$ cat src/rtl/fifo_sizing_defs.svh
// Offsets, field positions, reset values and timing counts of the
// frame FIFO sizing, flow control and latency tolerance registers.
// Assumes a 40 MHz core clock and byte addresses on the register port.
`ifndef FIFO_SIZING_DEFS_SVH
`define FIFO_SIZING_DEFS_SVH

`define RX_FIFO_END_SEL_OFF 8'h00c8
`define TX_FIFO_END_SEL_OFF 8'h00cc
`define PAUSE_WATERMARKS_OFF 8'h00d0
`define RX_PATH_OCC_OFF 8'h00d4
`define TX_PATH_OCC_OFF 8'h00d8
`define LAT_IDLE_FAST_OFF 8'h00e0
`define LAT_IDLE_SLOW_OFF 8'h00e4
`define LAT_ACT_FAST_OFF 8'h00e8
`define LAT_ACT_SLOW_OFF 8'h00ec
`define FLOW_STATUS_OFF 8'h00f8
`define LTM_CTRL_OFF 8'h00fc

`define FIFO_END_RST 7'h17
`define FIFO_END_MUL 128
`define FIFO_END_ADD 127
`define FIFO_MAX_BYTES 16'h3000
`define WATERMARK_UNIT_SHIFT 9
`define WM_ON_LSB 0
`define WM_OFF_LSB 8
`define LAT_GIG_LSB 16
`define LAT_LOW_LSB 0
`define LAT_RST 12'h000

`define CLK_FREQ_HZ 40000000
`define LTM_STEP_US 100
`define LTM_STEP_CYCLES ((`CLK_FREQ_HZ / 1000000) * `LTM_STEP_US)

`endif

$ cat src/rtl/fifo_sizing_pkg.sv
// Types shared by the FIFO sizing and latency tolerance register bank.
// Assumes nothing beyond a SystemVerilog compiler.
`default_nettype none
package fifo_sizing_pkg;
  typedef enum logic [1:0] {
    SPEED_10,
    SPEED_100,
    SPEED_1000,
    SPEED_NONE
  } link_speed_type;

  typedef enum logic {
    LTM_ACTIVE,
    LTM_IDLE
  } ltm_state_type;
endpackage : fifo_sizing_pkg
`default_nettype wire

$ cat src/rtl/fifo_sizing_flow_ltm_regs.sv
// Register bank: FIFO end addresses, pause watermarks with hysteresis,
// data path occupancy, per-speed latency tolerance and the LTM state.
// Assumes occupancy counts come from the FIFOs on the same clock and
// that the latency image has been loaded before USB or lite resets.
//
// Design decision made here: the plain strobed port.
`include "fifo_sizing_defs.svh"
`default_nettype none

// Behaviour
// - Rx FIFO last address is end_sel*128+127 dwords, reset 17h.
// - Tx FIFO last address is 6-bit end_sel*128+127 dwords, reset 17h.
// - Each FIFO is at most 12 KB, which is also the reset size; larger end selects are not refused.
// - Watermark thresholds count receive occupancy in 512-byte units.
// - Flow control turns on when occupancy/512 >= on-threshold.
// - Flow control turns off when occupancy/512 <= off-threshold.
// - Rx path word: bits 31:16 total, 15:0 usb-out FIFO bytes.
// - Tx path word: bits 31:16 total, 15:0 usb-in FIFO bytes.
// - Idle latency chosen by speed: gig, fast eth, slow eth fields.
// - Active latency chosen by speed: gig, fast eth, slow eth fields.
// - Latency defaults from EEPROM, else OTP, else zero.
// - USB or lite reset restores latency fields to the loaded image.
// - Rx FIFO occupancy grows by dword-rounded length plus extras.
// - Idle entered when inactivity countdown in 100 us steps hits zero.
module fifo_sizing_flow_ltm_regs #(
  parameter int STEP_CYCLES = `LTM_STEP_CYCLES  // Cycles per 100 us step
) (
  input wire logic clk_in,  // Core clock, 40 MHz
  input wire logic rst_n_in,  // Asynchronous reset, active low
  input wire logic [7:0] addr_in,  // Register byte address
  input wire logic [31:0] wdata_in,  // Write data
  input wire logic wr_in,  // Write strobe
  input wire logic rd_in,  // Read strobe
  output logic [31:0] rdata_out,  // Read data, cycle after rd_in
  input wire logic usb_reset_in,  // USB reset pulse
  input wire logic lite_soft_reset_in,  // Lite reset pulse
  input wire logic image_load_in,  // Config image load strobe
  input wire logic image_valid_in,  // Image came from EEPROM or OTP
  input wire logic [71:0] image_in,  // Six 12-bit latency defaults
  input wire logic frame_store_in,  // Rx frame stored pulse
  input wire logic [15:0] frame_len_in,  // Stored frame length in bytes
  input wire logic [15:0] frame_extra_in,  // Command words and checksums
  input wire logic rx_read_in,  // Rx FIFO drained bytes pulse
  input wire logic [15:0] rx_read_bytes_in,  // Bytes drained
  input wire logic rx_flush_in,  // Rx FIFO flush
  input wire logic [15:0] usb_out_fifo_bytes_in,  // Usb-out FIFO bytes
  input wire logic [15:0] usb_in_fifo_bytes_in,  // Usb-in FIFO bytes
  input wire logic [15:0] tx_fifo_bytes_in,  // Tx frame FIFO bytes
  input wire fifo_sizing_pkg::link_speed_type speed_in,  // Link speed
  input wire logic path_empty_in,  // All data path FIFOs empty
  output logic [15:0] rx_fifo_last_out,  // Rx last address, dwords
  output logic [15:0] tx_fifo_last_out,  // Tx last address, dwords
  output logic flow_on_out,  // Pause frame generation request
  output logic [15:0] rx_fifo_bytes_held_out,  // Rx FIFO occupancy
  output fifo_sizing_pkg::ltm_state_type ltm_state_out,  // LTM state
  output logic [11:0] latency_out  // Latency tolerance in use
);
  import fifo_sizing_pkg::*;

  function automatic logic [15:0] fifo_last(input logic [6:0] sel);
    fifo_last = 16'(sel) * 16'(`FIFO_END_MUL) + 16'(`FIFO_END_ADD);
  endfunction : fifo_last

  function automatic logic [11:0] pick_latency(
    input link_speed_type sp,
    input logic [11:0] gig,
    input logic [11:0] fast,
    input logic [11:0] slow
  );
    case (sp)
      SPEED_1000: pick_latency = gig;
      SPEED_100: pick_latency = fast;
      SPEED_10: pick_latency = slow;
      default: pick_latency = 12'h000;
    endcase
  endfunction : pick_latency

  // Write strobe decode, shared by every writable offset
  function automatic logic wr_hit(
    input logic wr,
    input logic [7:0] addr,
    input logic [7:0] off
  );
    wr_hit = wr && (addr == off);
  endfunction : wr_hit

  logic [6:0] rx_end_q;
  logic [5:0] tx_end_q;
  logic [6:0] wm_on_q;
  logic [6:0] wm_off_q;
  // Latency fields in use; image_q keeps the copy soft resets restore
  logic [11:0] idle_gig_q;
  logic [11:0] idle_fast_q;
  logic [11:0] idle_slow_q;
  logic [11:0] act_gig_q;
  logic [11:0] act_fast_q;
  logic [11:0] act_slow_q;
  logic [71:0] image_q;
  logic [15:0] occ_q;
  logic [15:0] occ_d;
  logic flow_q;
  logic flow_d;
  logic [15:0] timer_load_q;
  logic [15:0] countdown_q;
  logic [31:0] step_cnt_q;
  ltm_state_type ltm_q;
  // Read mux output, registered into rdata_out on a read strobe
  logic [31:0] rdata_q;

  wire soft_restore = usb_reset_in | lite_soft_reset_in;
  wire wr_rx_end = wr_hit(wr_in, addr_in, `RX_FIFO_END_SEL_OFF);
  wire wr_tx_end = wr_hit(wr_in, addr_in, `TX_FIFO_END_SEL_OFF);
  wire wr_wm = wr_hit(wr_in, addr_in, `PAUSE_WATERMARKS_OFF);
  wire wr_idle_fast = wr_hit(wr_in, addr_in, `LAT_IDLE_FAST_OFF);
  wire wr_idle_slow = wr_hit(wr_in, addr_in, `LAT_IDLE_SLOW_OFF);
  wire wr_act_fast = wr_hit(wr_in, addr_in, `LAT_ACT_FAST_OFF);
  wire wr_act_slow = wr_hit(wr_in, addr_in, `LAT_ACT_SLOW_OFF);
  wire wr_ltm = wr_hit(wr_in, addr_in, `LTM_CTRL_OFF);

  // Frame adds its length rounded to a dword plus stored extras
  wire [15:0] frame_round = (frame_len_in + 16'h0003) & 16'hfffc;
  wire [15:0] add_bytes = frame_store_in ?
    16'(frame_round + frame_extra_in) : 16'h0000;
  wire [15:0] sub_bytes = rx_read_in ? rx_read_bytes_in : 16'h0000;
  wire [6:0] occ_units = occ_q[15:`WATERMARK_UNIT_SHIFT];
  wire at_or_above_on = occ_units >= wm_on_q;
  wire at_or_below_off = occ_units <= wm_off_q;
  wire [15:0] rx_total = 16'(usb_out_fifo_bytes_in + occ_q);
  wire [15:0] tx_total = 16'(usb_in_fifo_bytes_in + tx_fifo_bytes_in);
  wire step_tick = step_cnt_q == 32'(STEP_CYCLES - 1);

  // Occupancy wraps silently; the FIFO itself refuses to overfill
  always_comb begin
    if (rx_flush_in) begin
      occ_d = 16'h0000;
    end else begin
      occ_d = 16'(occ_q + add_bytes - sub_bytes);
    end
  end

  // On wins when both thresholds are met; when neither is met, state holds
  always_comb begin
    if (at_or_above_on) begin
      flow_d = 1'b1;
    end else if (at_or_below_off) begin
      flow_d = 1'b0;
    end else begin
      flow_d = flow_q;
    end
  end

  always_comb begin
    case (addr_in)
      `RX_FIFO_END_SEL_OFF: rdata_q = {25'h0, rx_end_q};
      `TX_FIFO_END_SEL_OFF: rdata_q = {26'h0, tx_end_q};
      `PAUSE_WATERMARKS_OFF: rdata_q = {17'h0, wm_off_q, 1'b0, wm_on_q};
      `RX_PATH_OCC_OFF: rdata_q = {rx_total, usb_out_fifo_bytes_in};
      `TX_PATH_OCC_OFF: rdata_q = {tx_total, usb_in_fifo_bytes_in};
      `LAT_IDLE_FAST_OFF: rdata_q = {4'h0, idle_gig_q, 4'h0, idle_fast_q};
      `LAT_IDLE_SLOW_OFF: rdata_q = {20'h0, idle_slow_q};
      `LAT_ACT_FAST_OFF: rdata_q = {4'h0, act_gig_q, 4'h0, act_fast_q};
      `LAT_ACT_SLOW_OFF: rdata_q = {20'h0, act_slow_q};
      `FLOW_STATUS_OFF: rdata_q = {15'h0, ltm_q, occ_q[14:0], flow_q};
      `LTM_CTRL_OFF: rdata_q = {16'h0, timer_load_q};
      default: rdata_q = 32'h0000_0000;
    endcase
  end

  always_ff @(posedge clk_in or negedge rst_n_in) begin
    if (!rst_n_in) begin
      rdata_out <= 32'h0000_0000;
    end else begin
      // Read data stand one cycle only and return to zero
      if (rd_in) begin
        rdata_out <= rdata_q;
      end else begin
        rdata_out <= 32'h0000_0000;
      end
    end
  end

  // Ends above 12 KB are not refused; software keeps them in range

  always_ff @(posedge clk_in or negedge rst_n_in) begin
    if (!rst_n_in) begin
      rx_end_q <= `FIFO_END_RST;
      tx_end_q <= 6'(`FIFO_END_RST);
      wm_on_q <= 7'h00;
      wm_off_q <= 7'h00;
    end else begin
      if (wr_rx_end) begin
        rx_end_q <= wdata_in[6:0];
      end
      if (wr_tx_end) begin
        tx_end_q <= wdata_in[5:0];
      end
      if (wr_wm) begin
        wm_on_q <= wdata_in[`WM_ON_LSB +: 7];
        wm_off_q <= wdata_in[`WM_OFF_LSB +: 7];
      end
    end
  end

  // Image is held so that soft resets can reload it without a source
  always_ff @(posedge clk_in or negedge rst_n_in) begin
    if (!rst_n_in) begin
      image_q <= 72'h0;
    end else if (image_load_in) begin
      image_q <= image_valid_in ? image_in : 72'h0;
    end
  end

  always_ff @(posedge clk_in or negedge rst_n_in) begin
    if (!rst_n_in) begin
      idle_gig_q <= `LAT_RST;
      idle_fast_q <= `LAT_RST;
      idle_slow_q <= `LAT_RST;
      act_gig_q <= `LAT_RST;
      act_fast_q <= `LAT_RST;
      act_slow_q <= `LAT_RST;
    end else if (soft_restore || image_load_in) begin
      {act_slow_q, act_fast_q, act_gig_q,
       idle_slow_q, idle_fast_q, idle_gig_q} <=
        soft_restore ? image_q :
        (image_valid_in ? image_in : 72'h0);
    end else begin
      if (wr_idle_fast) begin
        idle_gig_q <= wdata_in[`LAT_GIG_LSB +: 12];
        idle_fast_q <= wdata_in[`LAT_LOW_LSB +: 12];
      end
      if (wr_idle_slow) begin
        idle_slow_q <= wdata_in[11:0];
      end
      if (wr_act_fast) begin
        act_gig_q <= wdata_in[`LAT_GIG_LSB +: 12];
        act_fast_q <= wdata_in[`LAT_LOW_LSB +: 12];
      end
      if (wr_act_slow) begin
        act_slow_q <= wdata_in[11:0];
      end
    end
  end

  always_ff @(posedge clk_in or negedge rst_n_in) begin
    if (!rst_n_in) begin
      // Flush wins over a store or drain in the same cycle
      occ_q <= 16'h0000;
      flow_q <= 1'b0;
    end else begin
      occ_q <= occ_d;
      flow_q <= flow_d;
    end
  end

  // Countdown reloads while traffic flows; idle once it reaches zero
  always_ff @(posedge clk_in or negedge rst_n_in) begin
    if (!rst_n_in) begin
      timer_load_q <= 16'h0000;
      countdown_q <= 16'h0000;
      step_cnt_q <= 32'h0000_0000;
      ltm_q <= LTM_ACTIVE;
    end else begin
      if (wr_ltm) begin
        timer_load_q <= wdata_in[15:0];
      end
      // Step counter restarts whenever traffic is seen
      if (!path_empty_in || step_tick) begin
        step_cnt_q <= 32'h0000_0000;
      end else begin
        step_cnt_q <= step_cnt_q + 32'h0000_0001;
      end
      if (!path_empty_in) begin
        countdown_q <= timer_load_q;
        ltm_q <= LTM_ACTIVE;
      end else if (countdown_q == 16'h0000) begin
        ltm_q <= LTM_IDLE;
      end else if (step_tick) begin
        countdown_q <= countdown_q - 16'h0001;
      end
    end
  end

  // Software alone keeps end values steady while the paths run
  // and sets watermarks before enabling pause sending
  assign rx_fifo_last_out = fifo_last(rx_end_q);
  // Tx end is six bits wide, so the top select bit is always zero
  assign tx_fifo_last_out = fifo_last({1'b0, tx_end_q});
  assign flow_on_out = flow_q;
  assign rx_fifo_bytes_held_out = occ_q;
  assign ltm_state_out = ltm_q;
  assign latency_out = (ltm_q == LTM_IDLE) ?
    pick_latency(speed_in, idle_gig_q, idle_fast_q, idle_slow_q) :
    pick_latency(speed_in, act_gig_q, act_fast_q, act_slow_q);
endmodule : fifo_sizing_flow_ltm_regs
`default_nettype wire

$ cat config.mk
export PLATFORM = sky130hd
export DESIGN_NAME = fifo_sizing_flow_ltm_regs
export DESIGN_NICKNAME = d
export VERILOG_FILES = /design/src/rtl/fifo_sizing_pkg.sv /design/src/rtl/fifo_sizing_flow_ltm_regs.sv
export VERILOG_INCLUDE_DIRS = /design/src /design/src/rtl
export SDC_FILE = /design/constraint.sdc
export NUM_CORES = 1
export LEC_CHECK = 0
export ABC_AREA = 1
export BUFFER_PORTS_ARGS = -buffer_cell sky130_fd_sc_hd__buf_2
export CORE_AREA = 2 2 179 181
export CTS_CLUSTER_DIAMETER = 80
export DETAILED_ROUTE_END_ITERATION = 8
export DIE_AREA = 0 0 181 183
export GPL_ROUTABILITY_DRIVEN = 0
export MAX_ROUTING_LAYER = met4
export PLACE_DENSITY = 0.84
export RECOVER_POWER = 25
export SETUP_SLACK_MARGIN = 0.3
export SLEW_MARGIN = 10
export SYNTH_ARGS = -nofsm -noshare
export SYNTH_HDL_FRONTEND = slang
export SYNTH_SLANG_ARGS = --single-unit
$ cat constraint.sdc
create_clock -name clk_in -period 5.7 [get_ports clk_in]
set_clock_uncertainty 0.1 [all_clocks]
set_input_delay 0.57 -clock clk_in [delete_from_list [all_inputs] [get_ports clk_in]]
set_output_delay 0.57 -clock clk_in [all_outputs]
set_load 0.005 [all_outputs]
==> impl_metrics.env <==
export IMPL_cts_max_level=1
export IMPL_crit_arrival_ns=4.86
export IMPL_slew_viol_final=201
export IMPL_final_cell_mix="nand2_1, inv_1, o21ai_0"
export IMPL_setup_worst_path_end_class="flop"
export IMPL_cap_violations=2
export IMPL_cts_made_buffers=30
export IMPL_clockBufferDepth=3
export IMPL_fmax_ghz=0.222
export IMPL_hold_class="input port to flop"
export IMPL_clk_pin_slew_worst_paths_ns=0.07
export IMPL_critPathMaxFanout=6
export IMPL_setup_tns_ns=0
export IMPL_slew_headroom_pct=-120
export IMPL_p_per_area_mw_per_mm2=334
export IMPL_finalCritPeriodShare_pct=79.1
export IMPL_die_w_um=181
export IMPL_coreArea_mm2=0.0312
export IMPL_initial_core_util_pct=59.2
export IMPL_async_reset_ff_share_pct=100
export IMPL_die_area_mm2=0.0331
export IMPL_placedCellCount=3117
export IMPL_crit_type="input port to flop"
export IMPL_nFillCells=2567
export IMPL_finalPower_w=0.00709
export IMPL_drc=0
export IMPL_rsz0062_at_grt="false"
export IMPL_synth_edf_count=0
export IMPL_dp_hpwl_um=46900
export IMPL_port_buffers=292
export IMPL_grt_max_degree=128
export IMPL_cts_root_buf="clkbuf_16"
export IMPL_grtUsageTotal_pct=38.7
export IMPL_tightest_slew_ns=3.31
export IMPL_synth_seq_area_share_pct=38.6
export IMPL_synth_ff_type="dfrtp_1"
export IMPL_crit_slowest_cell="fa_1"
export IMPL_yosysWarnings=0
export IMPL_dr_first_iter_drc_count=2685
export IMPL_worstSetupStartpointType="input port"
export IMPL_cts_resized=0
export IMPL_avgSynthCellArea_um2=7.39
export IMPL_tritoncts="built"
export IMPL_hold_viol=0
export IMPL_status="finished, violations left"
export IMPL_grt_pass1_wl_um=96800
export IMPL_drt_pre_antenna_iters=6
export IMPL_cts_hold_fix_buffers=0
export IMPL_cp_required_ns=6.05
export IMPL_fin_ws_ns=1.19
export IMPL_drive_gt1_share_pct=15.4
export IMPL_layout_area_seq_mm2=0.00714
export IMPL_vias=19226
export IMPL_p_leak_nw=10.8
export IMPL_fp_dieH_um=183
export IMPL_grt_overflow=0
export IMPL_ios=316
export IMPL_cpPeakStageDelay_ns=0.50
export IMPL_syn2layout_area_growth_pct=14.8
export IMPL_ys_ff_latch=285
export IMPL_violations="max-capacitance violations, max-slew violations"
export IMPL_preCtsSetupSlack_ns=0.738
export IMPL_fin_crit_ns=4.51
export IMPL_nets=3063
export IMPL_yosysUniqueCellTypes=53
export IMPL_holdWs_ns=0.117
export IMPL_wirelength_um=63200
export IMPL_ir_worst_vdd_mv=0.277
export IMPL_multi_input_area_mm2=0.00942
export IMPL_fin_cells=3181
export IMPL_cts_setup_buffers=0
export IMPL_setup_viol=0
export IMPL_clock_sinks=285
export IMPL_antenna_found_initial=5
export IMPL_grt_pass1_vias=17915
export IMPL_final_common_cell="nand2_1"
export IMPL_syn_cell_area_mm2=0.0185
export IMPL_via_per_inst=6.04
export IMPL_postSynthCellCount=2502
export IMPL_wl_per_cell_um=19.9
export IMPL_cp_common_cell="nand2_1"
export IMPL_num_rows=65
export IMPL_clock_latency_ns=0.57
export IMPL_final_antenna_net_count=0
-- worst max-delay path: cells and delay by family --
family                     cells  cell delay, ns
and+or+nand+nor               16            1.89
adders and majority gates      3            1.20
AOI/OAI and AO/OA              5            0.71
buffers and inverters          8            0.49
-- metrics by stage --
stage	utilization, %	instance area [um^2]
2_1_floorplan	-	18600
3_3_place_gp	64.2	20100
3_5_place_dp	64.2	20100
4_1_cts	68.0	21200
5_1_grt	68.0	21200
6_report	68.0	21200
-- state kept, by name (all words and copies together) (netlist names) --
signal,flops
ltm_state_out,1
idle_gig_q,12
idle_slow_q,12
wm_off_q,7
image_q,72
step_cnt_q,32
timer_load_q,16
rx_fifo_bytes_held_out,16
idle_fast_q,12
countdown_q,16
act_slow_q,12
act_fast_q,12
tx_end_q,6
rdata_out,32
rx_end_q,7
wm_on_q,7
act_gig_q,12
flow_on_out,1
-- cell type report --
type | count | share of cell area, %
Antenna cell | 8 | 0.0942
Inverter | 385 | 6.81
Sequential cell | 285 | 33.6
Timing Repair Buffer | 301 | 7.23
Tap cell | 402 | 2.37
Clock buffer | 46 | 4.44
Clock inverter | 10 | 1.09
Multi-Input combinational cell | 1744 | 44.3
-- metal layers --
metal	GRT usage (%)	vias to the layer above	wire, um
li1	-	8653	-
met1	48.4	8886	23100
met2	57.0	1341	26900
met3	9.27	346	8100
met4	24.7	0	5080
met5	-	-	0
-- cells in the mapped netlist, types with 5 or more instances --
| library cell | count | area [um^2] |
|---|---|---|
| a221oi_1 | 16 | 140 |
| a21o_1 | 15 | 113 |
| xnor2_1 | 15 | 131 |
| dfrtp_1 | 277 | 6930 |
| or2_2 | 12 | 75.1 |
| buf_4 | 31 | 233 |
| nand2_1 | 541 | 2030 |
| a21oi_1 | 101 | 505 |
| o211ai_1 | 14 | 105 |
| o21ai_0 | 311 | 1560 |
| inv_1 | 370 | 1390 |
| inv_2 | 10 | 37.5 |
| nor3b_1 | 5 | 37.5 |
| a41oi_1 | 15 | 131 |
| nand4_1 | 22 | 138 |
| nand2_2 | 5 | 31.3 |
| nand3_1 | 103 | 515 |
| dfstp_2 | 8 | 210 |
| xor2_1 | 34 | 298 |
| a31oi_1 | 6 | 37.5 |
| fa_1 | 18 | 360 |
| o22ai_1 | 36 | 225 |
| nand3b_1 | 9 | 67.6 |
| a21boi_0 | 11 | 82.6 |
| clkbuf_1 | 50 | 188 |
| buf_2 | 20 | 100 |
| o21ai_2 | 21 | 184 |
| nor4_1 | 8 | 50.1 |
| nor2_2 | 7 | 43.8 |
| nor3_1 | 43 | 215 |
| o21ai_1 | 23 | 115 |
| a211oi_1 | 7 | 52.6 |
| o21bai_1 | 9 | 67.6 |
| ha_1 | 76 | 951 |
| nor2_1 | 212 | 796 |
| o221ai_1 | 10 | 87.6 |
-- power by group --
part           total, W  internal (W)  switching (W)
logic           0.00235      0.000846        0.00150
clock network   0.00229       0.00145       0.000840
registers       0.00245       0.00223       0.000222
-- logic make-up (layout without fill, tap and decap cells) --
family          Yosys count  after routing  synth area share, %
simple gates            977            977                 22.2
compound gates          603            603                 18.8
buf+inv                 490            742                 10.8
flops                   285            285                 38.6
fa+ha+maj                94             94                 7.09
xor+xnor                 49             49                 2.32
other cells               2             27               0.0406
mux                       2              2                0.122
-- worst paths after layout --
check                                   startpoint                                    to  slack, ns  cells past startpoint
max                                frame_len_in[1]  rx_fifo_bytes_held_out[14]$_DFF_PN0_       1.19                     32
max in group asynchronous                 rst_n_in              act_gig_q[2]$_DFFE_PN0P_       2.35                      2
min                                   wdata_in[15]          timer_load_q[15]$_DFFE_PN0P_       0.12                      2
min reg2reg                step_cnt_q[0]$_DFF_PN0_               step_cnt_q[0]$_DFF_PN0_       0.36                      1
max reg2reg                step_cnt_q[0]$_DFF_PN0_            countdown_q[7]$_DFFE_PN0P_       2.19                     11
min in group asynchronous                 rst_n_in              step_cnt_q[24]$_DFF_PN0_       0.90                      1
Note: power is estimated with default switching activity, not from simulation.
